$ cat src/hdl/psp_pkg.sv
// Package with constants and types of the stream parser pair
// Functional notes
// - Take input bursts up to 100 Mbit/s losslessly
// - Accept PES, system and elementary streams
// - Source uses shared bus, per-stream strobes
// - Two independent parsers, audio and video; the video parser takes its stamp select from audio_stream_cfg
// - Each parser runs on its own strobe; single-strobe modes feed the audio parser from the video strobe
// - Keep only packets matching programmed stream ID
// - Queue decode or presentation stamps by select
// - On picture decode present stamp, raise flag
// - Enable bits on; cleared means elementary input
// - Two mode bits select four parse modes
// - Automatic mode detects and reports mode bit
// - Software avoids automatic mode for packetized PES; the bench runs automatic mode on PES packets
// - Single-strobe modes use video strobe only
// - PES mode uses both strobes as twins
// - Automatic mode strobes follow detected mode
// - Single strobe input split internally by ID
// - Source separates packets when using both strobes
package psp_pkg;
	// Clock and burst rate
	localparam int CLK_HZ = 20_000_000;
	localparam int BURST_MBPS = 100;
	// Least cycles between two bytes at the burst rate
	localparam int BYTE_GAP_RAW = (CLK_HZ / 1_000_000) * 8 / BURST_MBPS;
	localparam int BYTE_GAP_CYC = (BYTE_GAP_RAW < 1) ? 1 : BYTE_GAP_RAW;
	// Register byte offsets
	localparam logic [7:0] OFS_AUD_CFG = 8'h00;
	localparam logic [7:0] OFS_VID_CFG = 8'h04;
	localparam logic [7:0] OFS_AUD_SEL = 8'h08;
	localparam logic [7:0] OFS_DET = 8'h0C;
	localparam logic [7:0] OFS_INT_ST = 8'h10;
	localparam logic [7:0] OFS_INT_MSK = 8'h14;
	localparam logic [7:0] OFS_AUD_TS = 8'h18;
	localparam logic [7:0] OFS_VID_TS = 8'h1C;
	// Field positions
	localparam int CFG_ID_LSB = 8;
	localparam int CFG_SS_BIT = 0;
	localparam int CFG_SDT_BIT = 0;
	localparam int CFG_MODE_LSB = 6;
	localparam int DET_BIT = 1;
	localparam int DET_ATS32_BIT = 8;
	localparam int DET_VTS32_BIT = 9;
	// Interrupt status bits
	localparam int IRQ_ATS = 0;
	localparam int IRQ_VTS = 1;
	localparam int IRQ_AOVF = 2;
	localparam int IRQ_VOVF = 3;
	localparam int IRQ_W = 4;
	// Reset values
	localparam logic [31:0] RST_CFG = 32'h0000_0000;
	localparam logic [IRQ_W-1:0] RST_MSK = 4'h0;
	// Stream syntax bytes
	localparam logic [7:0] SC_LAST = 8'h01;
	localparam logic [7:0] SID_LEN_MIN = 8'hBB;
	localparam logic [7:0] STUFF = 8'hFF;
	// Stamp queue depth, as log2
	localparam int TS_AW = 2;
	// AXI answers
	localparam logic [1:0] RESP_OK = 2'h0;
	localparam logic [1:0] RESP_ERR = 2'h2;
	// Parse modes in field order
	typedef enum logic [1:0] {MODE_AUTO, MODE_SYS1, MODE_PES, MODE_PROG} psp_mode_t;
endpackage
$ cat src/hdl/psp_link_if.sv
// Compressed-data link between the stream source and the parser device
`timescale 1ns/1ps
interface psp_link_if;
	logic [7:0] data; // Shared data bus
	logic audio_data_strobe; // One-cycle byte strobe, audio
	logic video_data_strobe; // One-cycle byte strobe, video
	logic aud_req; // Device can take audio bytes
	logic vid_req; // Device can take video bytes
	modport dev (input data, input audio_data_strobe, input video_data_strobe, output aud_req, output vid_req);
	modport host (output data, output audio_data_strobe, output video_data_strobe, input aud_req, input vid_req);
endinterface

$ cat src/hdl/psp_device.sv
// Parser device: link input, two parsers, AXI4-Lite registers, interrupt
`timescale 1ns/1ps
module psp_device
	import psp_pkg::*;
(
	// Clock and reset
	input wire logic clk_in,
	input wire logic rst_in,
	// Compressed-data link
	psp_link_if.dev lk,
	// Elementary stream outputs
	output logic [7:0] aud_es_data_out,
	output logic aud_es_valid_out,
	input wire logic aud_es_ready_in,
	output logic [7:0] vid_es_data_out,
	output logic vid_es_valid_out,
	input wire logic vid_es_ready_in,
	// Picture decode starts
	input wire logic aud_pic_in,
	input wire logic vid_pic_in,
	// Interrupt
	output logic irq_out,
	// AXI4-Lite write
	input wire logic [7:0] s_awaddr_in,
	input wire logic s_awvalid_in,
	output logic s_awready_out,
	input wire logic [31:0] s_wdata_in,
	input wire logic [3:0] s_wstrb_in,
	input wire logic s_wvalid_in,
	output logic s_wready_out,
	output logic [1:0] s_bresp_out,
	output logic s_bvalid_out,
	input wire logic s_bready_in,
	// AXI4-Lite read
	input wire logic [7:0] s_araddr_in,
	input wire logic s_arvalid_in,
	output logic s_arready_out,
	output logic [31:0] s_rdata_out,
	output logic [1:0] s_rresp_out,
	output logic s_rvalid_out,
	input wire logic s_rready_in
);
	logic [31:0] acfg_r, acfg_nxt; // audio_stream_cfg
	logic [31:0] vcfg_r, vcfg_nxt; // video_stream_cfg
	logic [2:0] ais_r, ais_nxt; // audio_input_select
	logic [IRQ_W-1:0] st_r, st_nxt, msk_r, msk_nxt;
	logic aw_got_r, aw_got_nxt, w_got_r, w_got_nxt;
	logic [7:0] awa_r, awa_nxt;
	logic [31:0] wd_r, wd_nxt;
	logic [3:0] ws_r, ws_nxt;
	logic bv_r, bv_nxt, rv_r, rv_nxt;
	logic [1:0] br_r, br_nxt, rr_r, rr_nxt;
	logic [31:0] rd_r, rd_nxt;
	logic areq_r, vreq_r, irq_r;
	logic do_wr;
	logic [31:0] wmerge;
	logic [IRQ_W-1:0] ev;
	psp_mode_t mode, eff_mode;
	logic ss, a_en, single, a_stb;
	logic single_r; // Strobe routing of the previous cycle
	logic a_run; // Low for one cycle after a routing switch
	logic a_mp2, v_mp2, a_tse, v_tse, a_ovf, v_ovf;
	logic [32:0] a_ts, v_ts;

	// Mode and strobe routing
	assign mode = psp_mode_t'(vcfg_r[CFG_MODE_LSB +: 2]);
	assign ss = vcfg_r[CFG_SS_BIT];
	assign a_en = (ais_r != 3'h0);
	assign eff_mode = (mode == MODE_AUTO) ? (v_mp2 ? MODE_PES : MODE_SYS1) : mode;
	assign single = ss && (eff_mode == MODE_SYS1 || eff_mode == MODE_PROG);
	assign a_stb = single ? (lk.video_data_strobe & a_en) : lk.audio_data_strobe;
	// A routing switch parks the audio parser for one cycle, so a packet it was
	// skipping on the video strobe cannot swallow the next audio packet
	assign a_run = (single == single_r);

	psp_parser u_aud (
		.clk_in(clk_in),
		.rst_in(rst_in),
		.en_in(a_en && a_run),
		.sid_in(acfg_r[CFG_ID_LSB +: 8]),
		.dts_sel_in(acfg_r[CFG_SDT_BIT]),
		.byte_in(lk.data),
		.stb_in(a_stb && a_run),
		.pic_in(aud_pic_in),
		.es_data_out(aud_es_data_out),
		.es_valid_out(aud_es_valid_out),
		.mpeg2_out(a_mp2),
		.ts_out(a_ts),
		.ts_evt_out(a_tse),
		.ovf_out(a_ovf)
	);

	psp_parser u_vid (
		.clk_in(clk_in),
		.rst_in(rst_in),
		.en_in(ss),
		.sid_in(vcfg_r[CFG_ID_LSB +: 8]),
		.dts_sel_in(acfg_r[CFG_SDT_BIT]),
		.byte_in(lk.data),
		.stb_in(lk.video_data_strobe),
		.pic_in(vid_pic_in),
		.es_data_out(vid_es_data_out),
		.es_valid_out(vid_es_valid_out),
		.mpeg2_out(v_mp2),
		.ts_out(v_ts),
		.ts_evt_out(v_tse),
		.ovf_out(v_ovf)
	);

	// Interrupt events from both parsers
	always_comb begin
		ev = '0;
		ev[IRQ_ATS] = a_tse;
		ev[IRQ_VTS] = v_tse;
		ev[IRQ_AOVF] = a_ovf;
		ev[IRQ_VOVF] = v_ovf;
	end

	// Byte-lane merge of the write data into the addressed register
	always_comb begin
		wmerge = 32'h0;
		if (awa_r == OFS_AUD_CFG) wmerge = acfg_r;
		else if (awa_r == OFS_VID_CFG) wmerge = vcfg_r;
		else if (awa_r == OFS_AUD_SEL) wmerge = {29'h0, ais_r};
		else if (awa_r == OFS_INT_MSK) wmerge = {28'h0, msk_r};
		for (int i = 0; i < 4; i++) begin
			if (ws_r[i]) wmerge[i*8 +: 8] = wd_r[i*8 +: 8];
		end
	end

	// Bus handshake and register next values
	always_comb begin
		aw_got_nxt = aw_got_r; w_got_nxt = w_got_r; awa_nxt = awa_r; wd_nxt = wd_r; ws_nxt = ws_r;
		bv_nxt = bv_r; br_nxt = br_r; rv_nxt = rv_r; rr_nxt = rr_r; rd_nxt = rd_r;
		acfg_nxt = acfg_r; vcfg_nxt = vcfg_r; ais_nxt = ais_r; msk_nxt = msk_r;
		// Address and data are taken in either order
		if (s_awvalid_in && s_awready_out) begin
			aw_got_nxt = 1'b1; awa_nxt = {s_awaddr_in[7:2], 2'b00};
		end
		if (s_wvalid_in && s_wready_out) begin
			w_got_nxt = 1'b1; wd_nxt = s_wdata_in; ws_nxt = s_wstrb_in;
		end
		do_wr = aw_got_r && w_got_r && !bv_r;
		if (do_wr) begin
			aw_got_nxt = 1'b0; w_got_nxt = 1'b0; bv_nxt = 1'b1; br_nxt = RESP_OK;
			if (awa_r == OFS_AUD_CFG) acfg_nxt = wmerge;
			else if (awa_r == OFS_VID_CFG) vcfg_nxt = wmerge;
			else if (awa_r == OFS_AUD_SEL) ais_nxt = wmerge[2:0];
			else if (awa_r == OFS_INT_MSK) msk_nxt = wmerge[IRQ_W-1:0];
			else if (awa_r == OFS_INT_ST) br_nxt = RESP_OK;
			else br_nxt = RESP_ERR;
		end
		if (bv_r && s_bready_in) bv_nxt = 1'b0;
		if (rv_r && s_rready_in) rv_nxt = 1'b0;
		// Read answer one cycle after the address is taken
		if (s_arvalid_in && s_arready_out) begin
			rv_nxt = 1'b1; rr_nxt = RESP_OK; rd_nxt = 32'h0;
			if (s_araddr_in[7:2] == OFS_AUD_CFG[7:2]) rd_nxt = acfg_r;
			else if (s_araddr_in[7:2] == OFS_VID_CFG[7:2]) rd_nxt = vcfg_r;
			else if (s_araddr_in[7:2] == OFS_AUD_SEL[7:2]) rd_nxt = {29'h0, ais_r};
			else if (s_araddr_in[7:2] == OFS_DET[7:2]) begin
				rd_nxt[DET_BIT] = v_mp2;
				rd_nxt[DET_ATS32_BIT] = a_ts[32];
				rd_nxt[DET_VTS32_BIT] = v_ts[32];
			end
			else if (s_araddr_in[7:2] == OFS_INT_ST[7:2]) rd_nxt = {28'h0, st_r};
			else if (s_araddr_in[7:2] == OFS_INT_MSK[7:2]) rd_nxt = {28'h0, msk_r};
			else if (s_araddr_in[7:2] == OFS_AUD_TS[7:2]) rd_nxt = a_ts[31:0];
			else if (s_araddr_in[7:2] == OFS_VID_TS[7:2]) rd_nxt = v_ts[31:0];
			else rr_nxt = RESP_ERR;
		end
		st_nxt = st_r;
		if (do_wr && awa_r == OFS_INT_ST) st_nxt = st_r & ~wmerge[IRQ_W-1:0];
		st_nxt = st_nxt | ev;
	end

	// Register state
	always_ff @(posedge clk_in or posedge rst_in) begin
		if (rst_in) begin
			aw_got_r <= 1'b0; w_got_r <= 1'b0; awa_r <= 8'h00; wd_r <= 32'h0; ws_r <= 4'h0;
			bv_r <= 1'b0; br_r <= RESP_OK; rv_r <= 1'b0; rr_r <= RESP_OK; rd_r <= 32'h0;
			acfg_r <= RST_CFG; vcfg_r <= RST_CFG; ais_r <= 3'h0; msk_r <= RST_MSK; st_r <= '0;
		end else begin
			aw_got_r <= aw_got_nxt; w_got_r <= w_got_nxt; awa_r <= awa_nxt; wd_r <= wd_nxt; ws_r <= ws_nxt;
			bv_r <= bv_nxt; br_r <= br_nxt; rv_r <= rv_nxt; rr_r <= rr_nxt; rd_r <= rd_nxt;
			acfg_r <= acfg_nxt; vcfg_r <= vcfg_nxt; ais_r <= ais_nxt; msk_r <= msk_nxt; st_r <= st_nxt;
		end
	end

	// Ready flags, requests and interrupt, all registered
	always_ff @(posedge clk_in or posedge rst_in) begin
		if (rst_in) begin
			s_awready_out <= 1'b0; s_wready_out <= 1'b0; s_arready_out <= 1'b0;
			areq_r <= 1'b0; vreq_r <= 1'b0; irq_r <= 1'b0;
			single_r <= 1'b0;
		end else begin
			s_awready_out <= !aw_got_nxt && !bv_nxt && !(s_awvalid_in && s_awready_out);
			s_wready_out <= !w_got_nxt && !bv_nxt && !(s_wvalid_in && s_wready_out);
			s_arready_out <= !rv_nxt && !(s_arvalid_in && s_arready_out);
			// request follows sink room; one byte per cycle is enough
			// audio request idle in single mode
			areq_r <= aud_es_ready_in && !single;
			vreq_r <= vid_es_ready_in && (!single || aud_es_ready_in);
			irq_r <= |(st_nxt & msk_r);
			single_r <= single;
		end
	end

	assign s_bvalid_out = bv_r;
	assign s_bresp_out = br_r;
	assign s_rvalid_out = rv_r;
	assign s_rresp_out = rr_r;
	assign s_rdata_out = rd_r;
	assign lk.aud_req = areq_r;
	assign lk.vid_req = vreq_r;
	assign irq_out = irq_r;
endmodule // psp_device

$ cat src/hdl/psp_parser.sv
// One packet parser with stream ID filter and stamp queue
`timescale 1ns/1ps
module psp_parser
	import psp_pkg::*;
(
	// Clock and reset
	input wire logic clk_in,
	input wire logic rst_in,
	// Configuration
	input wire logic en_in,
	input wire logic [7:0] sid_in,
	input wire logic dts_sel_in,
	// Byte stream in
	input wire logic [7:0] byte_in,
	input wire logic stb_in,
	// Picture decode start
	input wire logic pic_in,
	// Elementary stream out
	output logic [7:0] es_data_out,
	output logic es_valid_out,
	// Status
	output logic mpeg2_out,
	output logic [32:0] ts_out,
	output logic ts_evt_out,
	output logic ovf_out
);
	typedef enum {S_HUNT, S_SID, S_LENH, S_LENL, S_H1, S_M1B, S_FLG, S_HLEN, S_HDR, S_PAY, S_SKIP} psp_st_t;
	psp_st_t st_r, st_nxt;
	logic [1:0] zc_r, zc_nxt; // Zero bytes seen
	logic [15:0] len_r, len_nxt; // Bytes left in packet
	logic [7:0] rem_r, rem_nxt; // Header bytes left
	logic [3:0] hidx_r, hidx_nxt; // Stamp field byte index
	logic keep_r, keep_nxt, hts_r, hts_nxt, dtsp_r, dtsp_nxt, push_r, push_nxt;
	logic det_r, det_nxt;
	logic [39:0] sh_r, sh_nxt; // Stamp byte shift
	logic [7:0] esd_nxt;
	logic esv_nxt, cap;
	logic [32:0] mem_r [0:(1<<TS_AW)-1]; // Stamp queue
	logic [TS_AW:0] wp_r, rp_r;
	logic full, empty;

	assign full = (wp_r[TS_AW] != rp_r[TS_AW]) && (wp_r[TS_AW-1:0] == rp_r[TS_AW-1:0]);
	assign empty = (wp_r == rp_r);

	// Byte parser next state
	always_comb begin
		st_nxt = st_r; zc_nxt = zc_r; len_nxt = len_r; rem_nxt = rem_r; hidx_nxt = hidx_r;
		keep_nxt = keep_r; hts_nxt = hts_r; dtsp_nxt = dtsp_r; det_nxt = det_r; sh_nxt = sh_r;
		push_nxt = 1'b0; esd_nxt = byte_in; esv_nxt = 1'b0; cap = 1'b0;
		if (!en_in) begin
			st_nxt = S_HUNT; zc_nxt = 2'h0; det_nxt = 1'b0; esv_nxt = stb_in;
		end else if (stb_in) begin
			if (st_r > S_LENL) len_nxt = len_r - 16'h1;
			case (st_r)
				S_HUNT: begin
					if (byte_in == 8'h00) zc_nxt = (zc_r == 2'h2) ? 2'h2 : zc_r + 2'h1;
					else begin
						zc_nxt = 2'h0;
						if (byte_in == SC_LAST && zc_r == 2'h2) st_nxt = S_SID;
					end
				end
				S_SID: begin
					keep_nxt = (byte_in == sid_in);
					st_nxt = (byte_in >= SID_LEN_MIN) ? S_LENH : S_HUNT;
				end
				S_LENH: begin
					len_nxt = {byte_in, 8'h00}; st_nxt = S_LENL;
				end
				S_LENL: begin
					len_nxt = {len_r[15:8], byte_in};
					st_nxt = ({len_r[15:8], byte_in} == 16'h0) ? S_HUNT : (keep_r ? S_H1 : S_SKIP);
					hts_nxt = 1'b0; dtsp_nxt = 1'b0; hidx_nxt = 4'h0;
				end
				S_H1, S_M1B: begin
					if (st_r == S_H1 && byte_in[7:6] == 2'b10) begin
						det_nxt = 1'b1; st_nxt = S_FLG;
					end else if (st_r == S_M1B) st_nxt = S_H1;
					else if (byte_in == STUFF) st_nxt = S_H1;
					else if (byte_in[7:6] == 2'b01) st_nxt = S_M1B;
					else if (byte_in[7:5] == 3'b001) begin
						hts_nxt = 1'b1; dtsp_nxt = byte_in[4]; hidx_nxt = 4'h1;
						rem_nxt = byte_in[4] ? 8'h09 : 8'h04; st_nxt = S_HDR;
						cap = !(dts_sel_in && byte_in[4]);
					end else st_nxt = S_PAY;
				end
				S_FLG: begin
					hts_nxt = byte_in[7]; dtsp_nxt = byte_in[7] & byte_in[6]; st_nxt = S_HLEN;
				end
				S_HLEN: begin
					rem_nxt = byte_in; st_nxt = (byte_in == 8'h0) ? S_PAY : S_HDR;
				end
				S_HDR: begin
					cap = (dts_sel_in && dtsp_r) ? (hidx_r >= 4'h5 && hidx_r <= 4'h9) : (hidx_r < 4'h5);
					hidx_nxt = hidx_r + 4'h1; rem_nxt = rem_r - 8'h1;
					if (rem_r == 8'h1) begin
						st_nxt = S_PAY; push_nxt = hts_r;
					end
				end
				S_PAY: esv_nxt = 1'b1;
				default: st_nxt = st_r;
			endcase
			if (cap) sh_nxt = {sh_r[31:0], byte_in};
			// End of packet returns to hunting
			if (st_r > S_LENL && len_r == 16'h1) begin
				st_nxt = S_HUNT; zc_nxt = 2'h0;
			end
		end
	end

	// Parser registers
	always_ff @(posedge clk_in or posedge rst_in) begin
		if (rst_in) begin
			st_r <= S_HUNT; zc_r <= 2'h0; len_r <= 16'h0; rem_r <= 8'h0; hidx_r <= 4'h0;
			keep_r <= 1'b0; hts_r <= 1'b0; dtsp_r <= 1'b0; det_r <= 1'b0; push_r <= 1'b0;
			sh_r <= 40'h0; es_data_out <= 8'h00; es_valid_out <= 1'b0; mpeg2_out <= 1'b0;
		end else begin
			st_r <= st_nxt; zc_r <= zc_nxt; len_r <= len_nxt; rem_r <= rem_nxt; hidx_r <= hidx_nxt;
			keep_r <= keep_nxt; hts_r <= hts_nxt; dtsp_r <= dtsp_nxt; det_r <= det_nxt; push_r <= push_nxt;
			sh_r <= sh_nxt; es_data_out <= esd_nxt; es_valid_out <= esv_nxt; mpeg2_out <= det_nxt;
		end
	end

	// Stamp queue; a full queue drops the new stamp and flags it
	always_ff @(posedge clk_in or posedge rst_in) begin
		if (rst_in) begin
			wp_r <= '0; rp_r <= '0; ts_out <= 33'h0; ts_evt_out <= 1'b0; ovf_out <= 1'b0;
		end else begin
			ovf_out <= push_r & full;
			if (push_r && !full) begin
				mem_r[wp_r[TS_AW-1:0]] <= {sh_r[35:33], sh_r[31:24], sh_r[23:17], sh_r[15:8], sh_r[7:1]};
				wp_r <= wp_r + 1'b1;
			end
			ts_evt_out <= pic_in & !empty;
			if (pic_in && !empty) begin
				ts_out <= mem_r[rp_r[TS_AW-1:0]];
				rp_r <= rp_r + 1'b1;
			end
		end
	end
endmodule // psp_parser

$ cat src/flat_wrapper.sv
// flat-port wrapper written by rule: the top's interface ports become plain ports
module psp_device_flat import psp_pkg::*;
  (clk_in, rst_in, aud_es_data_out, aud_es_valid_out, aud_es_ready_in, vid_es_data_out, vid_es_valid_out, vid_es_ready_in, aud_pic_in, vid_pic_in, irq_out, s_awaddr_in, s_awvalid_in, s_awready_out, s_wdata_in, s_wstrb_in, s_wvalid_in, s_wready_out, s_bresp_out, s_bvalid_out, s_bready_in, s_araddr_in, s_arvalid_in, s_arready_out, s_rdata_out, s_rresp_out, s_rvalid_out, s_rready_in, lk_data, lk_audio_data_strobe, lk_video_data_strobe, lk_aud_req, lk_vid_req);
  psp_link_if lk_i ();
  input wire logic clk_in;
  input wire logic rst_in;
  output logic [7:0] aud_es_data_out;
  output logic aud_es_valid_out;
  input wire logic aud_es_ready_in;
  output logic [7:0] vid_es_data_out;
  output logic vid_es_valid_out;
  input wire logic vid_es_ready_in;
  input wire logic aud_pic_in;
  input wire logic vid_pic_in;
  output logic irq_out;
  input wire logic [7:0] s_awaddr_in;
  input wire logic s_awvalid_in;
  output logic s_awready_out;
  input wire logic [31:0] s_wdata_in;
  input wire logic [3:0] s_wstrb_in;
  input wire logic s_wvalid_in;
  output logic s_wready_out;
  output logic [1:0] s_bresp_out;
  output logic s_bvalid_out;
  input wire logic s_bready_in;
  input wire logic [7:0] s_araddr_in;
  input wire logic s_arvalid_in;
  output logic s_arready_out;
  output logic [31:0] s_rdata_out;
  output logic [1:0] s_rresp_out;
  output logic s_rvalid_out;
  input wire logic s_rready_in;
  input wire logic [$bits(lk_i.data)-1:0] lk_data;
  input wire logic [$bits(lk_i.audio_data_strobe)-1:0] lk_audio_data_strobe;
  input wire logic [$bits(lk_i.video_data_strobe)-1:0] lk_video_data_strobe;
  output wire logic [$bits(lk_i.aud_req)-1:0] lk_aud_req;
  output wire logic [$bits(lk_i.vid_req)-1:0] lk_vid_req;
  assign lk_i.data = lk_data;
  assign lk_i.audio_data_strobe = lk_audio_data_strobe;
  assign lk_i.video_data_strobe = lk_video_data_strobe;
  assign lk_aud_req = lk_i.aud_req;
  assign lk_vid_req = lk_i.vid_req;
  psp_device u_core (.clk_in(clk_in), .rst_in(rst_in), .lk(lk_i), .aud_es_data_out(aud_es_data_out), .aud_es_valid_out(aud_es_valid_out), .aud_es_ready_in(aud_es_ready_in), .vid_es_data_out(vid_es_data_out), .vid_es_valid_out(vid_es_valid_out), .vid_es_ready_in(vid_es_ready_in), .aud_pic_in(aud_pic_in), .vid_pic_in(vid_pic_in), .irq_out(irq_out), .s_awaddr_in(s_awaddr_in), .s_awvalid_in(s_awvalid_in), .s_awready_out(s_awready_out), .s_wdata_in(s_wdata_in), .s_wstrb_in(s_wstrb_in), .s_wvalid_in(s_wvalid_in), .s_wready_out(s_wready_out), .s_bresp_out(s_bresp_out), .s_bvalid_out(s_bvalid_out), .s_bready_in(s_bready_in), .s_araddr_in(s_araddr_in), .s_arvalid_in(s_arvalid_in), .s_arready_out(s_arready_out), .s_rdata_out(s_rdata_out), .s_rresp_out(s_rresp_out), .s_rvalid_out(s_rvalid_out), .s_rready_in(s_rready_in));
endmodule
$ cat config.mk
export PLATFORM = sky130hd
export DESIGN_NAME = psp_device_flat
export DESIGN_NICKNAME = d
export VERILOG_FILES = /design/src/hdl/psp_pkg.sv /design/src/hdl/psp_link_if.sv /design/src/hdl/psp_device.sv /design/src/hdl/psp_parser.sv /design/src/flat_wrapper.sv
export SDC_FILE = /design/constraint.sdc
export NUM_CORES = 1
export LEC_CHECK = 0
export BUFFER_PORTS_ARGS = -buffer_cell sky130_fd_sc_hd__buf_2
export CAP_MARGIN = 20
export CORE_MARGIN = 3
export CORE_UTILIZATION = 55
export DETAILED_ROUTE_END_ITERATION = 6
export GPL_TIMING_DRIVEN = 1
export PLACE_DENSITY_LB_ADDON = 0.25
export SLEW_MARGIN = 40
export SYNTH_ARGS = -nofsm -noshare
export SYNTH_HDL_FRONTEND = slang
export SYNTH_SLANG_ARGS = --single-unit
$ cat constraint.sdc
create_clock -name clk_in -period 17.97 [get_ports clk_in]
set_input_delay 1.797 -clock clk_in [delete_from_list [all_inputs] [get_ports clk_in]]
set_output_delay 1.797 -clock clk_in [all_outputs]
set_load 0.005 [all_outputs]
==> results.cfg <==
[yosys]
synth_edf_count = 264
ys_seq_area_frac = 0.634
syn-cell-area_um2 = 28300
ys_warn_count = 0
synthDistinctLibCells = 72
netlist_instances = 2045
syn_area_per_cell_um2 = 13.8
synthFlopType = dfrtp_1
synth_seq_cells = 665
synthArstFlopShare = 0.603

[final_layout]
fin_cells = 2888
fill_cells = 3740
synthToLayoutAreaGrowth_pct = 12.8
fin_util = 0.633
nets = 2262
final_area_um2 = 31900
drive_above_1_share = 0.277
antenna_cells = 0

[floorplanning]
rows = 82
start_util = 0.561
ioPinCount = 135
die_w_um = 233
dieArea_um2 = 54300
die_h_um = 233
core-area_um2 = 50500

[clocking]
cts_resized = 0
root_buffer = clkbuf_16
cts_max_path_buffers = 3
hold_buffers = 0
clk-insertion-delay-late_ns = 0.61
clk_pin_slew_ns = 0.06
cts_setup_buffers = 0
h-tree-depth = 3
cts_tree = built
cts_made_buffers = 69
cts.sinks = 665

[timing]
period_minus_slack_ns = 3.83
period_share = 0.213
relSlewSlack = 0.458
slew_viol_final = 0
fin_skew_ns = 0.0179
finalHoldViolCount = 0
tightest_slew_ns = 0.807
setup_tns_ns = 0
rsz0062_at_grt = false
fmax_mhz = 261
setup_viol = 0

[routing]
finalWirelength_um = 65300
via_per_inst = 6.07
first_pass_iters = 5
drt-wirelength-per-cell_um = 22.6
post-route-drc-count = 0
vias = 17500
drt_iter0_markers = 1391
ant_nets = 0

[placement]
port_buffers = 128
place_area_um2 = 29700
hpwl_um = 41500
gp_congestion = 0.859
numPlacedInstances = 2762

[power]
power_density_nw_per_um2 = 122
p_sw_frac = 0.271
p_int_mw = 2.84
max-vdd-ir-drop_uv = 70.1
combPwrFrac = 0.145
power_frac_clock = 0.361
p_switching_mw = 1.06
leakage_nw = 13.5
seqPwrFrac = 0.493
p_total_mw = 3.90

[min_path]
hold_class = reg -> reg

[job]
drv_cap = 0

[global_routing]
antenna_found_initial = 1
grt_start_max_net_pins = 95
grt_pass1_vias = 17600
grt_use_total = 0.244
overflow = 0
grt_pass1_wl_um = 101000

[critical_path]
crit_type = in -> reg
worstPathRequired_ns = 18.46
cp.arrival_ns = 4.32
cp-start-kind = primary input
cp-end-kind = flip-flop
critPathMaxFanout = 35

[outcome]
outcome = complete, no violations
## metrics by stage
stage / setup slack, ns / hold slack (ns)
after floorplan: 5.02 / 0.452
after global placement: 13.54 / 0.461
after detailed placement: 13.48 / 0.472
after CTS: 14.13 / 0.484
after global routing: 14.05 / 0.495
final: 14.14 / 0.478
## critical path: stages
cell	delay (ns)
buf_2	0.48
nor3b_2	0.47
a21boi_0	0.30
o211ai_1	0.18
a21oi_4	0.19
buf_4	0.44
mux2_2	0.41
## per-layer routing
metal | up-vias | wire [um] | global-route usage
li1 | 7868 | - | -
met1 | 8939 | 28500 | 0.346
met2 | 595 | 31000 | 0.387
met3 | 117 | 4280 | 0.0432
met4 | 2 | 1610 | 0.0814
met5 | - | 13 | 0
## power groups by stage
stage	logic (mW)	registers [mW]	clock network [mW]
finish	0.567	1.92	1.41
global route	0.622	1.94	1.49
CTS	0.575	1.92	1.44
detailed placement	0.570	1.94	0
global placement	0.551	1.94	0
floorplan	0.444	1.84	0
## flip-flops by register name, summed over array words and instances (netlist names), 6 cells and up
signal and cells:
u_core.u_aud.mem_r 132, u_core.u_aud.len_r 16, u_core.u_aud.ts_out 33, u_core.acfg_r 32, u_core.u_vid.sh_r 35, u_core.u_vid.mem_r 132, u_core.u_vid.ts_out 33, u_core.s_rdata_out 32
u_core.u_vid.rem_r 8, u_core.u_aud.rem_r 8, u_core.u_aud.sh_r 35, u_core.awa_r 6, u_core.u_aud.es_data_out 8, u_core.u_vid.len_r 16, u_core.wd_r 32, u_core.vcfg_r 32
## path summary, 6_finish.rpt
| kind | from | end | slack, ns | cells past startpoint |
|---|---|---|---|---|
| hold reg to reg | u_core.s_rdata_out[9] | u_core.s_rdata_out[9] | 0.48 | 2 |
| hold / removal | u_core.s_rdata_out[9] | u_core.s_rdata_out[9] | 0.48 | 2 |
| setup reg to reg | u_core.u_vid.rp_r[0] | u_core.u_vid.mem_r[0][9] | 14.85 | 8 |
| setup / recovery | lk_data[5] | u_core.u_aud.sh_r[31] | 14.14 | 7 |
| max in group asynchronous | rst_in | u_core.acfg_r[7] | 14.59 | 5 |
| min in group asynchronous | rst_in | u_core.u_vid.det_r | 1.39 | 2 |
## cells in the mapped netlist, types with 6 or more instances
library cell	instances	area, um^2
buf_2	12	60.1
nand4_1	8	50.1
a31oi_1	17	106
nor3b_1	8	60.1
nand3_1	23	115
inv_1	73	274
nand2b_1	9	56.3
a221o_1	26	260
a22o_1	6	52.6
buf_1	16	60.1
o31ai_1	9	67.6
xor2_1	10	87.6
o21ai_0	160	801
nor3_1	34	170
a21o_1	9	67.6
dfrtp_1	401	10000
mux2i_1	7	70.1
nor2b_1	14	87.6
and3_1	10	62.6
clkbuf_1	71	267
xnor2_1	22	193
mux2_2	252	2840
nand2_1	121	454
a22oi_1	14	105
nor4_1	14	87.6
mux4_2	70	1580
a21oi_1	100	500
a41oi_1	8	70.1
edfxtp_1	264	7930
nor2_1	106	398
a211oi_1	6	45.0
ha_1	28	350
buf_4	10	75.1
a32oi_1	8	70.1
and2_1	17	106
## placed cells by master, fill, tap and decap left out, types with 17 or more instances in the layout
| cell | instances |
|---|---|
| nor2_1 | 105 |
| o21ai_0 | 158 |
| and2_1 | 17 |
| nand2_1 | 118 |
| dfrtp_1 | 399 |
| nand3_1 | 22 |
| a221o_1 | 26 |
| xnor2_1 | 22 |
| nor3_1 | 29 |
| a21oi_1 | 100 |
| mux4_2 | 70 |
| clkbuf_16 | 70 |
| buf_4 | 22 |
| clkbuf_1 | 22 |
| buf_2 | 127 |
| edfxtp_1 | 264 |
| mux2_2 | 252 |
| inv_1 | 72 |
| a31oi_1 | 17 |
| ha_1 | 28 |
## kinds of logic after synthesis
| group | Yosys count | share of synthesized area |
|---|---|---|
| mux | 330 | 0.159 |
| xor+xnor | 32 | 0.00990 |
| other cells | 1 | 0.000132 |
| fa+ha+maj | 28 | 0.0124 |
| simple gates | 388 | 0.0664 |
| buf+inv | 182 | 0.0260 |
| flops | 665 | 0.634 |
| compound gates | 419 | 0.0922 |
## cell type report
class	count	area, um^2	area share
Sequential cell	665	18000	0.563
Multi-Input combinational cell	1199	9740	0.305
Clock buffer	100	1940	0.0609
Timing Repair Buffer	153	871	0.0273
Tap cell	672	841	0.0263
Clock inverter	26	295	0.00925
Inverter	73	282	0.00882
Note: power is estimated with default switching activity, not from simulation.
